**config.mk**
```make
export PLATFORM = sky130hd
export DESIGN_NAME = ccs_core
export DESIGN_NICKNAME = d
export VERILOG_FILES = /design/src/logic/ccs_pkg.sv /design/src/logic/ccs_core.sv /design/src/logic/ccs_pulse.sv
export SDC_FILE = /design/constraint.sdc
export NUM_CORES = 1
export LEC_CHECK = 0
export BUFFER_PORTS_ARGS = -buffer_cell sky130_fd_sc_hd__buf_2
export CAP_MARGIN = 20
export CORE_ASPECT_RATIO = 1.2
export CORE_MARGIN = 3
export CORE_UTILIZATION = 55
export DETAILED_ROUTE_END_ITERATION = 16
export MAX_ROUTING_LAYER = met4
export PLACE_DENSITY = 0.81
export SLEW_MARGIN = 25
export SYNTH_ARGS = -nofsm -noshare
export SYNTH_HDL_FRONTEND = slang
export SYNTH_SLANG_ARGS = --single-unit
export TNS_END_PERCENT = 50
```
**constraint.sdc**
```tcl
create_clock -name clk -period 3.8 [get_ports clk]
set_input_delay 0.57 -clock clk [delete_from_list [all_inputs] [get_ports clk]]
set_output_delay 0.57 -clock clk [all_outputs]
set_load 0.01 [all_outputs]
```
**src/logic/ccs_pkg.sv**
```systemverilog
// Package for the channel command, status and sense block.
// Assumes one 50 MHz clock; bit 0 of a status or sense byte is its MSB, as on the channel.
package ccs_pkg;
  // ==========================================================
  // Command codes
  localparam logic [7:0] CMD_SENSE   = 8'h04;
  localparam logic [7:0] CMD_IDENT   = 8'hE4;
  localparam logic [7:0] CMD_ALARM   = 8'h0B;
  localparam logic [7:0] CMD_MANUAL  = 8'h0E;
  localparam logic [7:0] CMD_POS     = 8'h12;
  localparam logic [7:0] CMD_SETSTRT = 8'h27;
  // ==========================================================
  // Byte counts
  localparam int ID_LEN     = 7;
  localparam int MANUAL_LEN = 3;
  localparam int POS_LEN    = 4;
  localparam int SENSE_LEN  = 4;
  // Identification bytes: arbitrary neutral value
  localparam logic [55:0] ID_VALUE = 56'hA1A2A3A4A5A6A7;
  localparam logic [7:0]  FILL_BYTE = 8'h00;
  // ==========================================================
  // Status byte positions (channel bit n is vector bit 7-n)
  localparam int ST_ATTN = 7;
  localparam int ST_MOD  = 6;
  localparam int ST_CUE  = 5;
  localparam int ST_BUSY = 4;
  localparam int ST_CE   = 3;
  localparam int ST_DE   = 2;
  localparam int ST_UC   = 1;
  localparam int ST_UX   = 0;
  // Sense byte 0 positions
  localparam int SN_CMDREJ = 7;
  localparam int SN_BUSOUT = 5;
  localparam int SN_DATCHK = 3;
  // ==========================================================
  // Timing
  localparam int CLK_HZ      = 50_000_000;
  localparam int ALARM_MS    = 100;
  localparam int ALARM_CYC   = CLK_HZ / 1000 * ALARM_MS;
  localparam int START_US    = 10;
  localparam int START_CYC   = (CLK_HZ / 1_000_000) * START_US;
  // ==========================================================
  typedef enum logic [2:0] {
    CCS_IDLE  = 3'b000,
    CCS_SEND  = 3'b001,
    CCS_STAT  = 3'b010,
    CCS_HOLD  = 3'b011,
    CCS_RESET = 3'b100
  } ccs_state_t;
  typedef struct packed {
    logic [7:0] data;
    logic       par;
  } ccs_byte_t;
endpackage : ccs_pkg

```
**src/logic/ccs_core.sv**
```systemverilog
// Channel command, status and sense logic for the control-unit logical device.
// Assumes the channel offers one command byte at a time, takes bytes with a ready
// handshake and consumes status with an acknowledge.
// What this block does
// Identify command returns seven identification bytes
// Alarm command pulses audible alarm, no data
// Manual-input read sends three filler bytes
// Position read sends four filler bytes
// Attention raised on interrupts, with unit check
// Status modifier, CU end, exception never set
// Busy after start channel end, during reset
// Channel end when channel no longer needed
// Device end when command fully executed
// Unknown command gives unit check, command reject
// Bus-out parity error gives unit check, bit 2
// Internal parity error gives unit check, bit 4
// Unit check carries channel end, maybe device end
// Command reject on invalid command or address
// Sense byte 0 unused bits read zero
// Sense returns four bytes even when not ready
// Sense bytes 1-3 from user register
// Sense error flags cleared after sense
`timescale 1ns/1ps
`default_nettype none
module ccs_core
  import ccs_pkg::*;
#(
  parameter int ALARM_CYCLES = ALARM_CYC,
  parameter int START_CYCLES = START_CYC
) (
  input  wire logic             clk,         // 50 MHz clock
  input  wire logic             rst,         // Sync reset
  input  wire logic             sel_reset,   // Selective reset pulse
  input  wire logic             cmd_valid,   // Command byte offered
  input  wire ccs_pkg::ccs_byte_t cmd_in,    // Command byte, odd parity
  output logic                  cmd_ready,   // Command taken
  input  wire logic             dout_valid,  // Outbound data byte
  input  wire ccs_pkg::ccs_byte_t dout_in,   // Outbound data, odd parity
  output logic                  din_valid,   // Inbound byte valid
  output ccs_pkg::ccs_byte_t    din_out,     // Inbound byte with parity
  input  wire logic             din_ready,   // Channel took byte
  output logic                  stat_valid,  // Status byte presented
  output logic [7:0]            stat_out,    // Status byte
  input  wire logic             stat_ack,    // Channel took status
  input  wire logic             dev_int,     // Real device interrupt
  input  wire logic             app_int,     // Application interrupt
  input  wire logic             int_par_err, // Internal parity error
  input  wire logic             addr_err,    // Illegal address seen
  input  wire logic             not_ready,   // Logical device not ready
  input  wire logic [23:0]      user_sense,  // Sense bytes 1-3
  output logic                  alarm        // Audible alarm drive
);
  initial begin
    if (ALARM_CYCLES < 1 || START_CYCLES < 1) $error("counts must be positive");
  end

  // ==========================================================
  // Command decode and sequencing
  ccs_state_t  st_q;
  logic [2:0]  cnt_q;
  logic [2:0]  len_q;
  logic [7:0]  cmd_q;
  logic [7:0]  stat_q;
  logic [7:0]  sense0_q;
  logic        attn_q;
  logic        cmd_par_ok;
  logic        known;
  logic        start_busy;
  logic        fire_alarm;
  logic        fire_start;
  logic        sense_done;
  logic [7:0]  tx_byte;

  assign cmd_par_ok = ^{cmd_in.data, cmd_in.par};
  assign known = (cmd_in.data == CMD_IDENT) || (cmd_in.data == CMD_ALARM) ||
                 (cmd_in.data == CMD_MANUAL) || (cmd_in.data == CMD_POS) ||
                 (cmd_in.data == CMD_SENSE) || (cmd_in.data == CMD_SETSTRT);
  assign cmd_ready  = (st_q == CCS_IDLE) && !sel_reset;
  assign fire_alarm = cmd_ready && cmd_valid && cmd_par_ok && cmd_in.data == CMD_ALARM;
  assign fire_start = cmd_ready && cmd_valid && cmd_par_ok && cmd_in.data == CMD_SETSTRT;
  assign sense_done = (st_q == CCS_SEND) && (cmd_q == CMD_SENSE) && din_ready &&
                      (cnt_q == len_q - 3'd1);

  ccs_pulse #(.CYCLES(ALARM_CYCLES)) u_alarm (
    .clk  (clk),
    .rst  (rst),
    .fire (fire_alarm),
    .busy (alarm)
  );
  ccs_pulse #(.CYCLES(START_CYCLES)) u_start (
    .clk  (clk),
    .rst  (rst),
    .fire (fire_start),
    .busy (start_busy)
  );

  // Byte chosen by index; filler bytes carry no meaning
  always_comb begin
    tx_byte = FILL_BYTE;
    if (cmd_q == CMD_IDENT) begin
      tx_byte = ID_VALUE[8*(ID_LEN-1-int'(cnt_q)) +: 8];
    end else if (cmd_q == CMD_SENSE) begin
      if (cnt_q == 3'd0) begin
        tx_byte = sense0_q;
      end else begin
        tx_byte = user_sense[8*(SENSE_LEN-1-int'(cnt_q)) +: 8];
      end
    end
  end

  // Sequencer; an unknown or bad-parity command ends at once with unit check
  always_ff @(posedge clk) begin
    if (rst) begin
      st_q   <= CCS_IDLE;
      cnt_q  <= 3'd0;
      len_q  <= 3'd0;
      cmd_q  <= 8'h00;
      stat_q <= 8'h00;
    end else if (sel_reset) begin
      st_q   <= CCS_RESET;
      stat_q <= 8'h00;
    end else begin
      case (st_q)
        CCS_RESET: begin
          st_q <= CCS_IDLE;
        end
        CCS_IDLE: begin
          if (cmd_valid) begin
            cmd_q  <= cmd_in.data;
            cnt_q  <= 3'd0;
            stat_q <= 8'h00;
            if (!cmd_par_ok || !known) begin
              stat_q[ST_UC] <= 1'b1;
              stat_q[ST_CE] <= 1'b1;
              stat_q[ST_DE] <= 1'b1;
              st_q <= CCS_STAT;
            end else if (cmd_in.data == CMD_IDENT) begin
              len_q <= 3'(ID_LEN);
              st_q  <= CCS_SEND;
            end else if (cmd_in.data == CMD_MANUAL) begin
              len_q <= 3'(MANUAL_LEN);
              st_q  <= CCS_SEND;
            end else if (cmd_in.data == CMD_POS) begin
              len_q <= 3'(POS_LEN);
              st_q  <= CCS_SEND;
            end else if (cmd_in.data == CMD_SENSE) begin
              len_q <= 3'(SENSE_LEN);
              st_q  <= CCS_SEND;
            end else if (cmd_in.data == CMD_SETSTRT) begin
              stat_q[ST_CE] <= 1'b1;
              st_q <= CCS_HOLD;
            end else begin
              stat_q[ST_CE] <= 1'b1;
              stat_q[ST_DE] <= 1'b1;
              st_q <= CCS_STAT;
            end
          end
        end
        CCS_SEND: begin
          if (din_ready) begin
            if (cnt_q == len_q - 3'd1) begin
              stat_q[ST_CE] <= 1'b1;
              stat_q[ST_DE] <= 1'b1;
              if (cmd_q != CMD_SENSE && (int_par_err || sense0_q != 8'h00)) begin
                stat_q[ST_UC] <= 1'b1;
              end
              st_q <= CCS_STAT;
            end else begin
              cnt_q <= cnt_q + 3'd1;
            end
          end
        end
        CCS_HOLD: begin
          // Channel end goes out now; device end follows when the start work ends
          if (stat_ack) begin
            stat_q <= 8'h00;
          end
          // Device end waits until the channel-end presentation has been taken
          if (!start_busy && (stat_q == 8'h00 || stat_ack)) begin
            stat_q[ST_DE] <= 1'b1;
            st_q <= CCS_STAT;
          end
        end
        CCS_STAT: begin
          if (stat_ack) begin
            stat_q <= 8'h00;
            st_q   <= CCS_IDLE;
          end
        end
        default: begin
          st_q <= CCS_IDLE;
        end
      endcase
    end
  end

  // ==========================================================
  // Sense byte 0: set wins over the clear at the end of a sense
  always_ff @(posedge clk) begin
    if (rst) begin
      sense0_q <= 8'h00;
    end else begin
      if (sense_done) begin
        sense0_q <= 8'h00;
      end
      if (cmd_ready && cmd_valid && cmd_par_ok && !known) begin
        sense0_q[SN_CMDREJ] <= 1'b1;
      end
      if (addr_err) begin
        sense0_q[SN_CMDREJ] <= 1'b1;
      end
      if ((cmd_ready && cmd_valid && !cmd_par_ok) ||
          (dout_valid && !(^{dout_in.data, dout_in.par}))) begin
        sense0_q[SN_BUSOUT] <= 1'b1;
      end
      if (int_par_err) begin
        sense0_q[SN_DATCHK] <= 1'b1;
      end
    end
  end

  // Attention from interrupts; set wins over the clear on acknowledge
  always_ff @(posedge clk) begin
    if (rst) begin
      attn_q <= 1'b0;
    end else begin
      if (stat_ack && st_q == CCS_IDLE) begin
        attn_q <= 1'b0;
      end
      if (dev_int || app_int) begin
        attn_q <= 1'b1;
      end
    end
  end

  // ==========================================================
  // Channel outputs
  assign din_valid    = (st_q == CCS_SEND);
  assign din_out.data = tx_byte;
  assign din_out.par  = ~^tx_byte;

  // Sense is taken while not ready because nothing here gates it on readiness
  logic unused_nr;
  assign unused_nr = not_ready;

  always_comb begin
    stat_out = stat_q;
    if (st_q == CCS_RESET || (st_q == CCS_HOLD && start_busy)) begin
      stat_out[ST_BUSY] = 1'b1;
    end
    if (attn_q && st_q == CCS_IDLE) begin
      stat_out[ST_ATTN] = 1'b1;
      stat_out[ST_UC]   = 1'b1;
    end
    stat_out[ST_MOD] = 1'b0;
    stat_out[ST_CUE] = 1'b0;
    stat_out[ST_UX]  = 1'b0;
  end
  // Busy alone while the start work runs is not a presentation of its own
  assign stat_valid = (stat_out != 8'h00) && !(st_q == CCS_HOLD && stat_q == 8'h00);

  // ==========================================================
  // Checks
  unused_zero_a: assert property (@(posedge clk) disable iff (rst)
    (sense0_q & 8'h57) == 8'h00) else $error("sense byte 0 unused bit set");
  never_bits_a: assert property (@(posedge clk) disable iff (rst)
    stat_valid |-> !stat_out[ST_MOD] && !stat_out[ST_CUE] && !stat_out[ST_UX])
    else $error("forbidden status bit set");
  attn_uc_a: assert property (@(posedge clk) disable iff (rst)
    stat_out[ST_ATTN] |-> stat_out[ST_UC]) else $error("attention without unit check");
  ident_len_a: assert property (@(posedge clk) disable iff (rst || sel_reset)
    (st_q == CCS_IDLE && cmd_valid && cmd_par_ok && cmd_in.data == CMD_IDENT) |=>
    (len_q == 3'd7)) else $error("identify length wrong");
  manual_len_a: assert property (@(posedge clk) disable iff (rst || sel_reset)
    (st_q == CCS_IDLE && cmd_valid && cmd_par_ok && cmd_in.data == CMD_MANUAL) |=>
    (len_q == 3'd3)) else $error("manual read length wrong");
  pos_len_a: assert property (@(posedge clk) disable iff (rst || sel_reset)
    (st_q == CCS_IDLE && cmd_valid && cmd_par_ok && cmd_in.data == CMD_POS) |=>
    (len_q == 3'd4)) else $error("position read length wrong");
  reject_flag_a: assert property (@(posedge clk) disable iff (rst || sel_reset)
    (cmd_ready && cmd_valid && cmd_par_ok && !known) |=>
    sense0_q[SN_CMDREJ] && stat_out[ST_UC] && stat_out[ST_CE])
    else $error("reject not reported");
  busout_flag_a: assert property (@(posedge clk) disable iff (rst || sel_reset)
    (cmd_ready && cmd_valid && !cmd_par_ok) |=> sense0_q[SN_BUSOUT] && stat_out[ST_UC])
    else $error("bus-out check not reported");
  datchk_flag_a: assert property (@(posedge clk) disable iff (rst)
    int_par_err |=> sense0_q[SN_DATCHK]) else $error("data check not set");
  alarm_fire_a: assert property (@(posedge clk) disable iff (rst)
    fire_alarm |=> alarm) else $error("alarm did not sound");
  reset_busy_a: assert property (@(posedge clk) disable iff (rst)
    sel_reset |=> stat_out[ST_BUSY]) else $error("busy missing in reset");
  sense_clear_a: assert property (@(posedge clk) disable iff (rst)
    (sense_done && !int_par_err && !addr_err && !dout_valid && !cmd_valid) |=>
    sense0_q == 8'h00) else $error("sense flags not cleared");
  end_bits_a: assert property (@(posedge clk) disable iff (rst || sel_reset)
    (st_q == CCS_SEND && din_ready && cnt_q == len_q - 3'd1) |=>
    stat_out[ST_CE] && stat_out[ST_DE]) else $error("ending status missing");
endmodule : ccs_core
`default_nettype wire

```
**src/logic/ccs_pulse.sv**
```systemverilog
// One-shot counter: holds its output high for a set number of cycles.
// Assumes a single synchronous clock.
`timescale 1ns/1ps
`default_nettype none
module ccs_pulse #(
  parameter int CYCLES = 16
) (
  input  wire logic clk,   // Clock
  input  wire logic rst,   // Sync reset
  input  wire logic fire,  // Start pulse
  output logic      busy   // High while counting
);
  localparam int W = $clog2(CYCLES + 1);
  initial begin
    if (CYCLES < 1) $error("CYCLES must be at least 1");
  end
  logic [W-1:0] cnt_q;
  always_ff @(posedge clk) begin
    if (rst) begin
      cnt_q <= '0;
    end else if (fire) begin
      cnt_q <= W'(CYCLES);
    end else if (cnt_q != '0) begin
      cnt_q <= cnt_q - 1'b1;
    end
  end
  assign busy = (cnt_q != '0);
endmodule : ccs_pulse
`default_nettype wire

```
==> impl_results.md <==
- Outcome: complete, no violations
- Total routing usage reported by global routing: ~22%
- Number of instances in the placed design: between 500 and 600
- Post-layout nets: 545
- Critical-path maximum fanout: 12
- Post-DRT Antenna Nets: 0
- TritonCTS Buffers: 5
- Detailed-routing iteration count for the pre-antenna-repair pass: 4
- Post-route minimum period: 3500 ps
- Largest net degree at the start of global routing: 39
- Global-route congestion overflow total: 0
- Comb power frac: 44.8%
- Floorplan row count: 31
- Static Leak: between 1.5 and 2 nW
- Endpoint of the worst-slack reg-to-reg timing path: u_alarm.cnt_q[9]
- Number of max-cap violations: 0
- Part of the Yosys area used for sequential elements: 31.9%
- Total count of hold-check failures in the final report: 0
- Vias: about 3200
- Post-synth EDFFs: 0
- # H-tree levels: 2
- Net switching fraction of the power: 38.8%
- Synthesized instance count: 425
- Part of the power in registers: 39.4%
- CTS tree: done
- Actual slew at the worst max-slew pin: 681 ps
- Part of the power in the clock network: 15.7%
- Setup Viol. Count Final: 0
- Later-pin clock latency in the skew report: 300 ps
- Die area: 7260 um^2
- Setup Buffers After CTS: 0
- Post-DR vias/cell: ~5.7
- Number of sinks driven by the clock tree: 55
- Post-Syn Area per Cell: roughly 8 um^2
- Arrival time at the worst endpoint: 2930 ps
- Count of hold-fix buffers inserted at cts: 0
- Fin area: around 3900 um^2
- Yosys warning count: 0
- Clk root buf: clkbuf_8
- Effective utilization at floorplan: 57.0%
- VDD IR max: 0.335 mV
- Vias in the first global route: 2994
- Most area-hungry cell type in the Yosys netlist: dfxtp_1
- Class of the most critical hold timing path: reg2reg
- Startpoint-to-endpoint class of the critical path: reg2out
- Final antenna diode count: 0
- Core area: 6050 um^2
- Top cell type's share of synthesized area: 31.9%
- Leading post-synthesis cells by instance count: dfxtp_1, nand2_1, a21oi_1, nor2_1, xnor2_1
- Share of layout cells above drive strength 1: 19.6%
- Number of violations reported at the end of detailed-routing iteration 0: 298
- Clock Tree Buf Depth: 2
- Crit path launch: cnt_q[0]
- Clock transition at path regs: 90 ps
- Main area contributors after synthesis: dfxtp_1, xnor2_1, a21oi_1
- Final Cycle Share: 92.2%
- Setup slack on the worst flop-to-flop path: 1110 ps
- Launching element type of the critical path: register
- Total internal power: 1.35 mW
- Reg2Reg Depth: 6
- Cell area after synthesis: 3450 um^2
- Remaining routing DRC violations: 0
- Resized Gates After CTS: 0
- Detailed placement HPWL: a little under 6 mm
- Wire length of the first global-routing pass: 12.9 mm
- Initial antenna violation count: 0
- Switching power summed over all nets: about 0.85 mW
- Syn-to-layout area delta: 13.3%
- Number of non-filler instances in the completed layout: 566
- FF+latch count, synth: 55
- Number of distinct library cell variants in the gate-level netlist after synthesis: 60
- Detailed-route wire length: 7.66 mm
- Number of port buffers: 70
- Final Wtd Congestion: 0.920
- Peak Freq: 286 MHz
- Fin. max-slew vios: 0
- Die boundary height: around 93 um
- Die width: 78.3 um
- Most frequently used cell type in the post-synthesis netlist: dfxtp_1
- Worst hold path startpoint: cmd_q[1]
- CP Capture Type: output pin
- RSZ-0062 raised after global routing: false
- Worst-case headroom to the max-slew limit: 54.6%
- Avg WL per Cell: approximately 14 um
- Post-DP Area: 3810 um^2
- Primary FF master, synth: dfxtp_1
- Async set-or-reset flop fraction in the synthesized netlist: 0%
- Top Ports: between 70 and 80
- Min-Delay Path Depth: 2
- Setup Skew: 3.65 ps
- Total negative setup slack: 0 ps
- Hold Path Sink: cmd_q[1]
- Required time reported for the critical path endpoint: between 3000 and 4000 ps
- Power density cells: about 560 nW/um^2
- Reg2reg start: u_alarm.cnt_q[8]
cell type report:
class / count / area (um^2)
multi-input cells: 338 / 2200
clock buffers: 8 / 100
repair buffers: 72 / 365
inverters: 11 / 41.3
flip-flops and latches: 55 / 1100
fillers: 528 / 2140
well taps: 82 / 103
flip-flops by register name (all words and copies together) (netlist names):
register       cells
u_start.cnt_q      9
stat_q             3
len_q              2
attn_q             1
cmd_q              8
cnt_q              3
sense0_q           3
u_alarm.cnt_q     23
st_q               3
per-stage QoR:
stage / power, mW / worst slack, ps / hold slack, ps / util [%]
finish: 2.20 / 298 / 465 / 64.6
global route: 2.38 / 53.2 / 489 / 64.6
CTS: 2.21 / 281 / 463 / 64.6
detailed placement: 1.85 / 635 / 449 / 62.9
global placement: 1.81 / 694 / 445 / 62.9
floorplan: 1.66 / 677 / 432 / -
power by group through the flow:
stage / logic [mW] / registers, mW / clock network (mW)
2_1_floorplan: 0.812 / 0.844 / 0
3_3_place_gp: 0.945 / 0.867 / 0
3_5_place_dp: 0.976 / 0.876 / 0
4_1_cts: 0.987 / 0.864 / 0.358
5_1_grt: 1.11 / 0.894 / 0.375
6_report: 0.985 / 0.866 / 0.346
worst max-delay path: stages (launching register included):
cell and delay (ps):
dfxtp_1 570, inv_1 230, ha_1 330, nor3_1 310, a22oi_1 110, nor2_1 150, xnor3_1 410, xnor3_1 380
buf_2 150
routing by layer:
layer  GRT usage, %  vias to the layer above  part of all wire, %
met1           26.6                     1479                   45
met4           6.56                        0                  1.8
met5              -                        -                    0
met2           36.6                      105                   47
met3           4.18                       14                  5.9
li1               -                     1623                    -
how the worst max path moves through the flow:
stage / endpoint / slack (ps) / cells past startpoint
3_5_place_dp: din_out[0] / 640 / 8
4_1_cts: din_out[0] / 280 / 8
2_1_floorplan: din_out[0] / 680 / 9
5_1_grt: din_out[0] / 50 / 8
6_report: din_out[0] / 300 / 8
3_3_place_gp: din_out[0] / 690 / 8
logic make-up after synthesis:
logic type	share of synthesized area [%]
AO/OA/AOI/OAI	17.0
XOR/XNOR	12.4
adder cells (fa/ha/maj)	2.90
buffers and inverters	4.60
flip-flops	31.9
multiplexers	3.66
other	0.109
AND/OR/NAND/NOR	27.4
cells in the final DEF, fill, tap and decap left out, types with 7 or more instances in the layout:
cell type / synthesis / final
a21oi_1: 39 / 39
buf_2: 1 / 70
clkbuf_8: 0 / 7
dfxtp_1: 55 / 55
ha_1: 8 / 8
inv_1: 11 / 11
mux2i_1: 7 / 7
nand2_1: 42 / 42
nand2b_1: 7 / 7
nand3_1: 14 / 14
nor2_1: 37 / 37
nor2b_1: 10 / 10
nor3_1: 14 / 14
nor4_1: 12 / 12
o21ai_0: 15 / 15
or3_1: 8 / 8
xnor2_1: 26 / 26
xor2_1: 15 / 15
No activity file was read; power rests on OpenSTA's default activity.
